$ cat src/core/lpss_pkg.sv
// Package of constants shared by the scan sequencer ends
package lpss_pkg;
  localparam int          LPSS_PIXELS       = 128;
  localparam int          LPSS_RESET_CLOCKS = 18;
  localparam int          LPSS_END_CLOCK    = LPSS_PIXELS + 1;
  localparam int          LPSS_CLK_NS       = 100;
  localparam int          LPSS_TRANSFER_NS  = 20000;
  localparam int          LPSS_TRANSFER_CYC = (LPSS_TRANSFER_NS + LPSS_CLK_NS - 1) / LPSS_CLK_NS;
  localparam int          LPSS_CNT_W        = 16;
endpackage : lpss_pkg

$ cat src/core/lpss_link_if.sv
// Interface joining the scan controller and the sensor sequencer
interface lpss_link_if;
  logic       scan_start_input;
  logic       sample_freeze_input;
  logic       scan_chain_out;
  logic [6:0] pixel_index;
  logic       pixel_analog_oe_n;
  modport device (
    input  scan_start_input,
    input  sample_freeze_input,
    output scan_chain_out,
    output pixel_index,
    output pixel_analog_oe_n
  );
  modport host (
    output scan_start_input,
    output sample_freeze_input,
    input  scan_chain_out,
    input  pixel_index,
    input  pixel_analog_oe_n
  );
endinterface : lpss_link_if

$ cat src/core/lpss_device.sv
// Sensor-side sequencer: shift register, hold, integrator reset, output select
// Summary of operation
// - 128-stage shift register on rising edges
// - Readout begins when start sampled high
// - Controller drops start after one clock
// - Controller ties freeze to start
// - Freeze rising edge holds capacitors, resets integrators
// - Held scan result stays frozen during freeze
// - Each held pixel routed out per clock
// - Integrators held reset first 18 clocks
// - Integration restarts on 19th clock
// - 129th edge shifts pulse out, output off
// - Controller supplies the 129th clock
// - Next start after transfer delay only
// - Output high impedance outside output phase
// - Exiting pulse appears on chain output
// - Shortest integration is 110 clocks plus transfer
module lpss_device
  import lpss_pkg::*;
#(
  parameter int PIXELS       = LPSS_PIXELS,
  parameter int RESET_CLOCKS = LPSS_RESET_CLOCKS
)(
  // Clock and reset
  input  wire logic              clk,
  input  wire logic              rst_n,
  // Link to controller
  lpss_link_if.device            link,
  // Status toward the analog core
  output logic                   integrator_reset,
  output logic                   capacitors_held,
  output logic                   output_active
);
  logic [PIXELS-1:0] shift_chain;
  logic              freeze_prev;
  logic [7:0]        reset_count;
  logic              freeze_rise;
  logic              chain_out;

  assign freeze_rise = link.sample_freeze_input && !freeze_prev;

  // Start pulse shifts through the chain; the last stage leaves on the 129th edge
  always_ff @(posedge clk or negedge rst_n)
  begin
    if (!rst_n)
      shift_chain <= '0;
    else
      shift_chain <= {shift_chain[PIXELS-2:0], link.scan_start_input};
  end

  always_ff @(posedge clk or negedge rst_n)
  begin
    if (!rst_n)
      freeze_prev <= 1'b0;
    else
      freeze_prev <= link.sample_freeze_input;
  end

  // Hold: capacitors disconnected from the first freeze edge until reset
  always_ff @(posedge clk or negedge rst_n)
  begin
    if (!rst_n)
      capacitors_held <= 1'b0;
    else if (freeze_rise)
      capacitors_held <= 1'b1;
  end

  // Integrator reset for the first clocks of the readout
  always_ff @(posedge clk or negedge rst_n)
  begin
    if (!rst_n)
    begin
      reset_count      <= 8'h00;
      integrator_reset <= 1'b0;
    end
    else if (freeze_rise)
    begin
      reset_count      <= 8'(RESET_CLOCKS - 1);
      integrator_reset <= 1'b1;
    end
    else if (reset_count != 8'h00)
      reset_count <= reset_count - 8'h01;
    else
      integrator_reset <= 1'b0;
  end

  // Output select: index of the stage currently holding the pulse
  always_ff @(posedge clk or negedge rst_n)
  begin
    if (!rst_n)
    begin
      link.pixel_index  <= 7'h00;
      output_active     <= 1'b0;
    end
    else
    begin
      output_active    <= link.scan_start_input;
      link.pixel_index <= 7'h00;
      for (int i = 1; i < PIXELS; i++)
        if (shift_chain[i-1])
        begin
          output_active    <= 1'b1;
          link.pixel_index <= 7'(i);
        end
    end
  end

  // Pulse leaving the last stage shows after the 129th edge, with the output off
  always_ff @(posedge clk or negedge rst_n)
  begin
    if (!rst_n)
      chain_out <= 1'b0;
    else
      chain_out <= shift_chain[PIXELS-1];
  end

  assign link.pixel_analog_oe_n = !output_active;
  assign link.scan_chain_out    = chain_out;
endmodule : lpss_device

$ cat src/flat_wrapper.sv
// flat-port wrapper written by rule: the top's interface ports become plain ports
module lpss_device_flat import lpss_pkg::*;
#(
  parameter int PIXELS       = LPSS_PIXELS,
  parameter int RESET_CLOCKS = LPSS_RESET_CLOCKS
)
  (clk, rst_n, integrator_reset, capacitors_held, output_active, link_scan_start_input, link_sample_freeze_input, link_scan_chain_out, link_pixel_index, link_pixel_analog_oe_n);
  lpss_link_if link_i ();
  input  wire logic clk;
  input  wire logic rst_n;
  output logic integrator_reset;
  output logic capacitors_held;
  output logic output_active;
  input wire logic [$bits(link_i.scan_start_input)-1:0] link_scan_start_input;
  input wire logic [$bits(link_i.sample_freeze_input)-1:0] link_sample_freeze_input;
  output wire logic [$bits(link_i.scan_chain_out)-1:0] link_scan_chain_out;
  output wire logic [$bits(link_i.pixel_index)-1:0] link_pixel_index;
  output wire logic [$bits(link_i.pixel_analog_oe_n)-1:0] link_pixel_analog_oe_n;
  assign link_i.scan_start_input = link_scan_start_input;
  assign link_i.sample_freeze_input = link_sample_freeze_input;
  assign link_scan_chain_out = link_i.scan_chain_out;
  assign link_pixel_index = link_i.pixel_index;
  assign link_pixel_analog_oe_n = link_i.pixel_analog_oe_n;
  lpss_device #(.PIXELS(PIXELS), .RESET_CLOCKS(RESET_CLOCKS)) u_core (.clk(clk), .rst_n(rst_n), .link(link_i), .integrator_reset(integrator_reset), .capacitors_held(capacitors_held), .output_active(output_active));
endmodule
$ cat config.mk
export PLATFORM = sky130hd
export DESIGN_NAME = lpss_device_flat
export DESIGN_NICKNAME = d
export VERILOG_FILES = /design/src/core/lpss_pkg.sv /design/src/core/lpss_link_if.sv /design/src/core/lpss_device.sv /design/src/flat_wrapper.sv
export SDC_FILE = /design/constraint.sdc
export NUM_CORES = 1
export LEC_CHECK = 0
export ABC_AREA = 1
export BUFFER_PORTS_ARGS = -buffer_cell sky130_fd_sc_hd__buf_2
export CAP_MARGIN = 20
export CORE_MARGIN = 3
export CORE_UTILIZATION = 60
export DETAILED_ROUTE_END_ITERATION = 16
export PLACE_DENSITY = 0.85
export SKIP_CTS_REPAIR_TIMING = 1
export SYNTH_ARGS = -nofsm -noshare
export SYNTH_HDL_FRONTEND = slang
export SYNTH_SLANG_ARGS = --single-unit
$ cat constraint.sdc
create_clock -name clk -period 7.4 [get_ports clk]
set_clock_uncertainty 0.2 [all_clocks]
set_input_delay 2.22 -clock clk [delete_from_list [all_inputs] [get_ports clk]]
set_output_delay 2.22 -clock clk [all_outputs]
set_load 0.005 [all_outputs]
==> impl_summary.md, run 1 <==
Timing
The count of final hold-check violations is 0. At the pin with the least slew margin, the transition time is 0.775 ns. Setup repair after global routing could not meet its margin everywhere. The number of max-slew violations in the final report is 0.

The number of failing setup endpoints in the final timing report is 0. The portion of the clock cycle consumed by the worst path in the final layout is 0.916. The worst hold slack is 0.148 ns. The highest clock frequency the design can meet is 148 MHz.

In this run the tightest slew margin relative to its limit is 0.483. The final critical-path required period is 6.78 ns.

Setup path
STA classifies the critical path endpoint as a flop. Along the worst path, the maximum fanout reaches 3. The worst path required time is 7.61 ns. Among the stages of the critical path, the cell type that occurs most often is nand2_1. On the critical path, the stage with the largest delay is an instance of dfrtp_1. The critical path in this run is classified as flop to flop. The startpoint class of the critical path is a flop. The largest single stage delay on the critical path is 0.39 ns. At the worst endpoint, the arrival time is 6.98 ns.

The worst register-to-register path has a depth of 126.

Pwr
Of the total power, the clock network draws 0.458. The peak supply drop is 275 uV. Of the total power, the share spent switching nets is 0.225. Of the total power, combinational logic draws 0.071.

Dividing total power by cell area gives a power density of 280 mW/mm^2. The internal power of the cells totals 1.44 mW. The overall power is 1.86 mW. The cell leakage power is 3.70 nW. Summed over all nets, the switching power comes to 419 uW. The share of total power dissipated in sequential elements is 0.472.

Route
After the first detailed-routing iteration, the DRC count stood at 155. The residual DRC count is 0. The total iterations of the first detailed-routing run is 4.

The count of nets left with antenna violations once routing finished came out at 0. The detailed router placed 4000 vias in this run. Wires add up to 9.63 mm. In the routed layout, each cell is associated on average with a via count of 4.73. After detailed routing, the average wire length per cell comes to 11.4 um.

Global routing
The via count of the first global-routing pass is 3992. Global routing finished with a remaining overflow of 0. Entering global routing, the biggest net connects 83 pins. The wire length of the first global-routing pass is 17.2 mm. In the global route stage, overall resource usage came out at 0.199. The initial antenna violation count is 0.

Floorplan
The die extent in x is 104 um. The number of cell rows is 35. The starting density of the core is 0.622. In this run the vertical extent of the chip is 104 um. 16 I/O pins were placed.

The standard cell core area is 0.00933 sq mm. The area of the die is 0.0109 sq mm.

Clock network
The clock root buffer is clkbuf_8. The clock reaches the later pin of the worst-skew pair after 0.52 ns. Counting along the longest clock path gives a buffer depth of 2. The TritonCTS clock tree is built.

TritonCTS created 17 clock buffers. CTS built an H-tree with a depth of 4. The clock-pin slew of the registers on the worst-case setup and hold paths is 0.06 ns. The number of clock sinks is 148.

Run
The number of max-cap violations is 0.

Logic synthesis
After technology mapping, the gate count stands at 669. The total number of yosys warnings is 0. The cell type with the highest aggregate area in the netlist is dfrtp_1. The average instance in the mapped netlist occupies 8.67 sq um.

Of the synthesized area, sequential elements account for 0.639. The distinct cell type count of the synthesized netlist is 20. By area the synthesized netlist is led by dfrtp_1 64%, nand2_1 15%, inv_1 7.3%. The number of synthesized register bits is 148.

The area share of the largest cell type after synthesis is 0.639. The net count after synthesis is 675. After synthesis the cells add up to 0.00580 sq mm.

Place
Including well taps, the total number of placed cells is 814. The count of buffers added on input and output ports is 15. The post-detailed-placement cell area is 0.00605 sq mm. The half-perimeter wire length after detailed placement is 6.24 mm. The routability-driven placement congestion ratio is 0.831.

Final layout
The most common cell after layout, fill and taps aside is nand2_1. After routing the design area is 0.00666 sq mm. The number of non-filler instances in the completed layout is 846. The final-layout fill cell count is 683. The repair_antennas step left the layout with diodes totalling 0. In the layout the commonest cells are 228 x nand2_1, 148 x dfrtp_1, 113 x inv_1, 93 x nor2_1, 30 x inv_2. Of the cells placed in the final design, the portion with a size suffix greater than 1 is 0.110. From synthesis to final layout, the design area changed by 14.8%. The net count of the finished layout is 712.

Outcome
The run finished with clean final reports.

Min path
The worst hold path was traced through 0 stages. The worst min-delay path category is flop to flop.
-- worst max-delay path, delay by kind of cell, from the launching register on --
kind | cells | cell delay, ns
simple gates | 126 | 6.02
flops | 1 | 0.39
-- power by group through the flow --
stage	sequential (mW)	combinational (mW)	clock, mW
after CTS	0.878	0.132	0.868
after detailed placement	0.891	0.129	0
final	0.879	0.131	0.853
after global routing	0.884	0.156	0.907
after floorplan	0.885	0.0889	0
after global placement	0.889	0.122	0
-- routing by layer --
metal  vias up  GRT usage  part of all wire
li1       2045          -                 -
met1      1858      0.252              0.46
met2        74      0.321              0.48
met3        23     0.0528             0.033
met4         0     0.0959             0.023
met5         -          0                 0
-- sequential cells by signal (all words and copies together) (netlist names) --
register	count
u_core.output_active	1
u_core.freeze_prev	1
u_core.integrator_reset	1
u_core.reset_count	8
u_core.link.scan_chain_out	1
u_core.capacitors_held	1
u_core.shift_chain	128
u_core.link.pixel_index	7
-- through the flow --
stage / TNS [ns] / setup WS, ns / utilization
4_1_cts: 0 / 0.553 / 0.712
3_5_place_dp: 0 / 0.782 / 0.648
2_1_floorplan: 0 / 1.45 / -
3_3_place_gp: 0 / 0.843 / 0.648
5_1_grt: -0.709 / -0.709 / 0.713
6_report: 0 / 0.621 / 0.713
-- area by class of cell --
cell class / count / area, sq um / area share
Clock buffer: 19 / 432 / 0.0649
Clock inverter: 11 / 160 / 0.0241
Inverter: 144 / 554 / 0.0833
Multi-Input combinational cell: 377 / 1540 / 0.231
Sequential cell: 148 / 3700 / 0.556
Tap cell: 129 / 161 / 0.0243
Timing Repair Buffer: 18 / 104 / 0.0156
-- kinds of logic (layout without fill, tap and decap cells) --
| logic type | after synthesis | count (layout) | synth area share |
|---|---|---|---|
| buffers and inverters | 144 | 192 | 0.0956 |
| flip-flops | 148 | 148 | 0.639 |
| AND/OR/NAND/NOR | 344 | 344 | 0.230 |
| AO/OA/AOI/OAI | 31 | 31 | 0.0317 |
| adder cells (fa/ha/maj) | 2 | 2 | 0.00432 |
-- cell usage after synthesis, drive strengths merged --
cell	count
a21oi	9
a31oi	4
bufinv	1
dfrtp	148
ha	2
inv	143
nand2	228
nand3	9
nand4	4
nor2	93
nor3	5
nor4	4
o21a	1
o21ai	9
o21bai	4
o311ai	1
o31ai	3
or2	1
-- worst paths after layout --
path,from,endpoint,slack (ns)
max,u_core.shift_chain[0],u_core.link.pixel_index[0],0.62
max in group asynchronous,rst_n,u_core.shift_chain[25],4.20
max reg2reg,u_core.shift_chain[0],u_core.link.pixel_index[0],0.62
min,u_core.shift_chain[127],u_core.link.scan_chain_out,0.15
min in group asynchronous,rst_n,u_core.capacitors_held,1.54
min reg2reg,u_core.shift_chain[127],u_core.link.scan_chain_out,0.15
(Power assumes the default switching activity.)
==> run 2: changes to the inputs <==
- ABC_AREA: 1 -> not set
==> run 2 against run 1 <==
Effect of this change:
- core utilization up 0.62 points
- clock-buffer cell count decreased by 2
- cell count shrank 25%
- global-route usage up 4.4 points
- critical path type is now flop to output pin
- sequential share of layout area up 2.8 points
- worst setup slack better by 3.3 ns
- register-to-register slack improved by 4.3 ns
- synthesized area down 5.2%
- non-clock buffer count shrank 2
- design area decreased by 4.8%
- largest cell class unchanged
- synthesized cell count shrank 29%
==> impl_summary.md, run 2 <==
Pwr
The portion of total power attributed to sequential cells is 0.469 (was 0.472). The clock network fraction of design power is 0.473 (was 0.458). The combinational cell fraction of total power was 0.058 (was 0.071). The areal power density over the cells came to 297 mW/mm^2 (was 280 mW/mm^2). The cell leakage power is 3.01 nW (was 3.70 nW). The switching part of the total power is 0.234 (was 0.225). The design internal power is 1.44 mW (about the same).

The peak supply drop is 148 uV (was 275 uV). The switching power of the nets is 442 uW (was 419 uW).

Place
The number of input and output port buffers inserted is 15 (unchanged). The half-perimeter wire length after detailed placement is 7.22 mm (was 6.24 mm). The routability-driven placement congestion ratio is 0.824 (was 0.831). The number of placed instances, taps included is 600 (was 814).

Route
The count of vias placed by the detailed router is 3938 (was 4000). The total iterations of the first detailed-routing run is 5 (was 4). The average vias per placed instance is 6.24 (was 4.73).

The number of DRC markers in iteration 0 is 308 (was 155). The highest layer used for signal routing is met4 (unchanged). The residual antenna-violating net count after detailed routing is 0 (unchanged). The met1 wire length is 5.07 mm (was 4.43 mm). The amount of wire on met3 after detailed routing is 602 um (was 316 um). The wire length after detailed routing was 11.5 mm (was 9.63 mm). The residual DRC count is 0 (unchanged). The detailed route wirelength on metal2 was 5.57 mm (was 4.66 mm). The wire length per cell after detailed routing is 18.2 um (was 11.4 um).

Logic synthesis
The distinct cell type count of the synthesized netlist is 46 (was 20). Top area cells in the synthesized netlist: dfrtp_1 67%, nor2_1 4.6%, nor4_1 4.2% (was dfrtp_1 64%, nand2_1 15%, inv_1 7.3%). The total number of yosys warnings is 0 (unchanged). The prevailing post-synth register cell is dfrtp_1 (unchanged). Top post-synthesis cells by count: 148 x dfrtp_1, 67 x nor2_1, 37 x nor4_1, 29 x inv_1, 29 x nand2_1 (was 228 x nand2_1, 148 x dfrtp_1, 113 x inv_1, 93 x nor2_1, 30 x inv_2). The cell type with the highest aggregate area in the netlist is dfrtp_1 (unchanged). The number of enable-type register cells in the synthesized netlist came to 0 (unchanged). The mapped cell area is 0.00550 sq mm (was 0.00580 sq mm).

The number of synthesized register bits came to 148 (unchanged). The average instance area after synthesis came to 11.6 sq um (was 8.67 sq um). The area share of the largest cell type after synthesis came to 0.673 (was 0.639). The most numerous cell in the Yosys netlist is dfrtp_1 (was nand2_1). The number of instances in the synthesized netlist came to 476 (was 669).

The net count after synthesis is 482 (was 675). The proportion of register bits with asynchronous set or reset after synthesis is 1.00 (unchanged). The sequential area share after synthesis is 0.673 (was 0.639).

Global routing
The wire length of the first global-routing pass came to 19.1 mm (was 17.2 mm). The maximum number of pins on one net before global-route repair was 81 (was 83). The total congestion overflow after global routing is 0 (unchanged). The initial antenna violation count is 0 (unchanged). The via count of the first global-routing pass is 3922 (was 3992). The overall fraction of global-route tracks in use is 0.243 (was 0.199).

Final layout
The register containing the most flip-flops in the final layout was u_core.shift_chain (unchanged). The layout-stage area growth over the synthesis result is 15.2% (was 14.8%). Commonest non-fill, non-tap cells in the layout: 148 x dfrtp_1, 67 x nor2_1, 37 x nor4_1, 29 x inv_1, 29 x nand2_1 (was 228 x nand2_1, 148 x dfrtp_1, 113 x inv_1, 93 x nor2_1, 30 x inv_2). The number of nets at the end of the flow is 517 (was 712). The most common cell after layout, fill and taps aside was dfrtp_1 (was nand2_1). The final-layout fill cell count came to 546 (was 683). The number of non-filler instances in the completed layout is 631 (was 846). Biggest registers after layout: u_core.shift_chain x128, u_core.reset_count x8, u_core.link.pixel_index x7 (unchanged). The number of antenna cells inserted came to 0 (unchanged). The flip-flop count of the largest register, all copies and words added is 128 (unchanged). The utilization of the core after routing is 0.720 (was 0.713). The layout cell share with drive strength beyond 1 is 0.105 (was 0.110).

Setup path
The start point of the critical path is u_core.output_active (was u_core.shift_chain[0]). The sort of element at the end of the critical path is an output pin (was flop). The startpoint class of the critical path is a flop (unchanged). The destination of the worst register-to-register timing path is u_core.link.pixel_index[5] (was u_core.link.pixel_index[0]). The critical register-to-register path startpoint was u_core.shift_chain[95] (was u_core.shift_chain[0]).

The register-to-register setup slack was 4.94 ns (was 0.62 ns). The worst path required time is 4.98 ns (was 7.61 ns). The category of the critical setup timing path is flop to output pin (was flop to flop).

The data arrival at the endpoint of the critical path is 1.05 ns (was 6.98 ns). The top fanout value on the critical path is 2 (was 3). The worst reg2reg path depth is 4 (was 126).

Clock network
The clock-pin slew of the registers on the worst-case setup and hold paths was 0.06 ns (about the same). The total CTS buffers is 17 (unchanged). The total number of H-tree levels is 4 (unchanged). The maximum clock insertion buffer count is 2 (unchanged). The clock root buffer is clkbuf_8 (unchanged). The TritonCTS clock tree is built (unchanged). The insertion delay to the later sink of the worst-skew pair is 0.53 ns (was 0.52 ns).

The number of clock sinks came to 148 (unchanged).

Timing
Unrepaired setup endpoints after global routing: no (was yes). The transition time at the pin with the least slew margin is 0.828 ns (was 0.775 ns). The count of final hold-check violations is 0 (unchanged). The portion of the clock cycle consumed by the worst path in the final layout is 0.469 (was 0.916). The number of failing setup endpoints in the final timing report is 0 (unchanged). The highest clock frequency the design can meet came to 288 MHz (was 148 MHz).

The sum of negative setup slack was 0 ns (unchanged). The worst slew margin relative to its limit is 0.443 (was 0.483). The number of max-slew violations in the final report is 0 (unchanged). The final critical-path required period is 3.47 ns (was 6.78 ns).

Min path
The source of the worst hold timing path is u_core.shift_chain[127] (unchanged). The worst min-delay path category is flop to flop (unchanged). The hold-critical path endpoint was u_core.link.scan_chain_out (unchanged). The depth of the worst hold-timing path is 0 (unchanged).

Floorplan
The starting density of the core was 0.624 (was 0.622). The die height was 102 um (was 104 um). The standard cell core area is 0.00881 sq mm (was 0.00933 sq mm). The area of the die is 0.0104 sq mm (was 0.0109 sq mm). The number of top-level pins was 16 (unchanged). The number of cell rows is 34 (was 35). The die extent in x came to 102 um (was 104 um).

Run
The number of max-cap violations is 0 (unchanged).

Outcome
Status: finished, final reports clean (unchanged).
[run 2: cell count changes after synthesis, sizes merged, moves of 4 or more]
cell and delta:
nand2 -199, a21oi +17, nand3 +5, nor3 +15
o31ai +5, o21ai +10, a2111oi +4, or3 +4
and3 +4, nand2b +7, nor4 +33, xor2 +4
nor2 -26, inv -114
[run 2: power groups by stage]
stage                     Combinational [mW]  Sequential (mW)  Clock [mW]
after floorplan                       0.0717            0.889           0
after detailed placement               0.111            0.897           0
final                                  0.109            0.885       0.891
after global routing                   0.125            0.890       0.937
after global placement                 0.103            0.895           0
after CTS                              0.111            0.884       0.899
[run 2: how the worst max path moves through the flow]
stage	end	slack [ns]	cells past startpoint
global route	link_pixel_analog_oe_n	3.88	2
CTS	link_pixel_analog_oe_n	3.91	2
global placement	u_core.shift_chain[10]	3.63	2
detailed placement	u_core.shift_chain[10]	3.58	2
finish	link_pixel_analog_oe_n	3.93	2
floorplan	u_core.output_active	4.43	4
[run 2: metal layers]
layer,GRT usage,vias to the layer above
li1,-,1803
met1,0.325,1955
met2,0.374,152
met3,0.0778,28
met4,0.0910,0
met5,0,-
[run 2: worst max-delay path: stages (launching register included)]
cell	delay, ns
dfrtp_1	0.38
inv_1	0.05
buf_2	0.10
[run 2: final cells by class]
class / count / area, sq um / share of cell area
flip-flops and latches: 148 / 3700 / 0.584
multi-input cells: 299 / 1690 / 0.266
clock buffers: 17 / 414 / 0.0654
clock inverters: 14 / 200 / 0.0316
well taps: 108 / 135 / 0.0213
inverters: 29 / 109 / 0.0172
repair buffers: 16 / 88.8 / 0.0140
[run 2: cell families after synthesis]
kind of cell | synth area share
adder cells (fa/ha/maj) | 0.00455
XOR/XNOR | 0.0111
AO/OA/AOI/OAI | 0.117
AND/OR/NAND/NOR | 0.174
buffers and inverters | 0.0198
flip-flops | 0.673
[run 2: through the flow]
stage	worst slack [ns]	total power [mW]	instance area, sq um	hold WS, ns
after global placement	3.63	0.998	5720	0.137
after global routing	3.88	1.95	6340	0.177
after floorplan	4.43	0.961	5500	0.131
after CTS	3.91	1.89	6340	0.171
after detailed placement	3.58	1.01	5720	0.152
final	3.93	1.88	6340	0.167
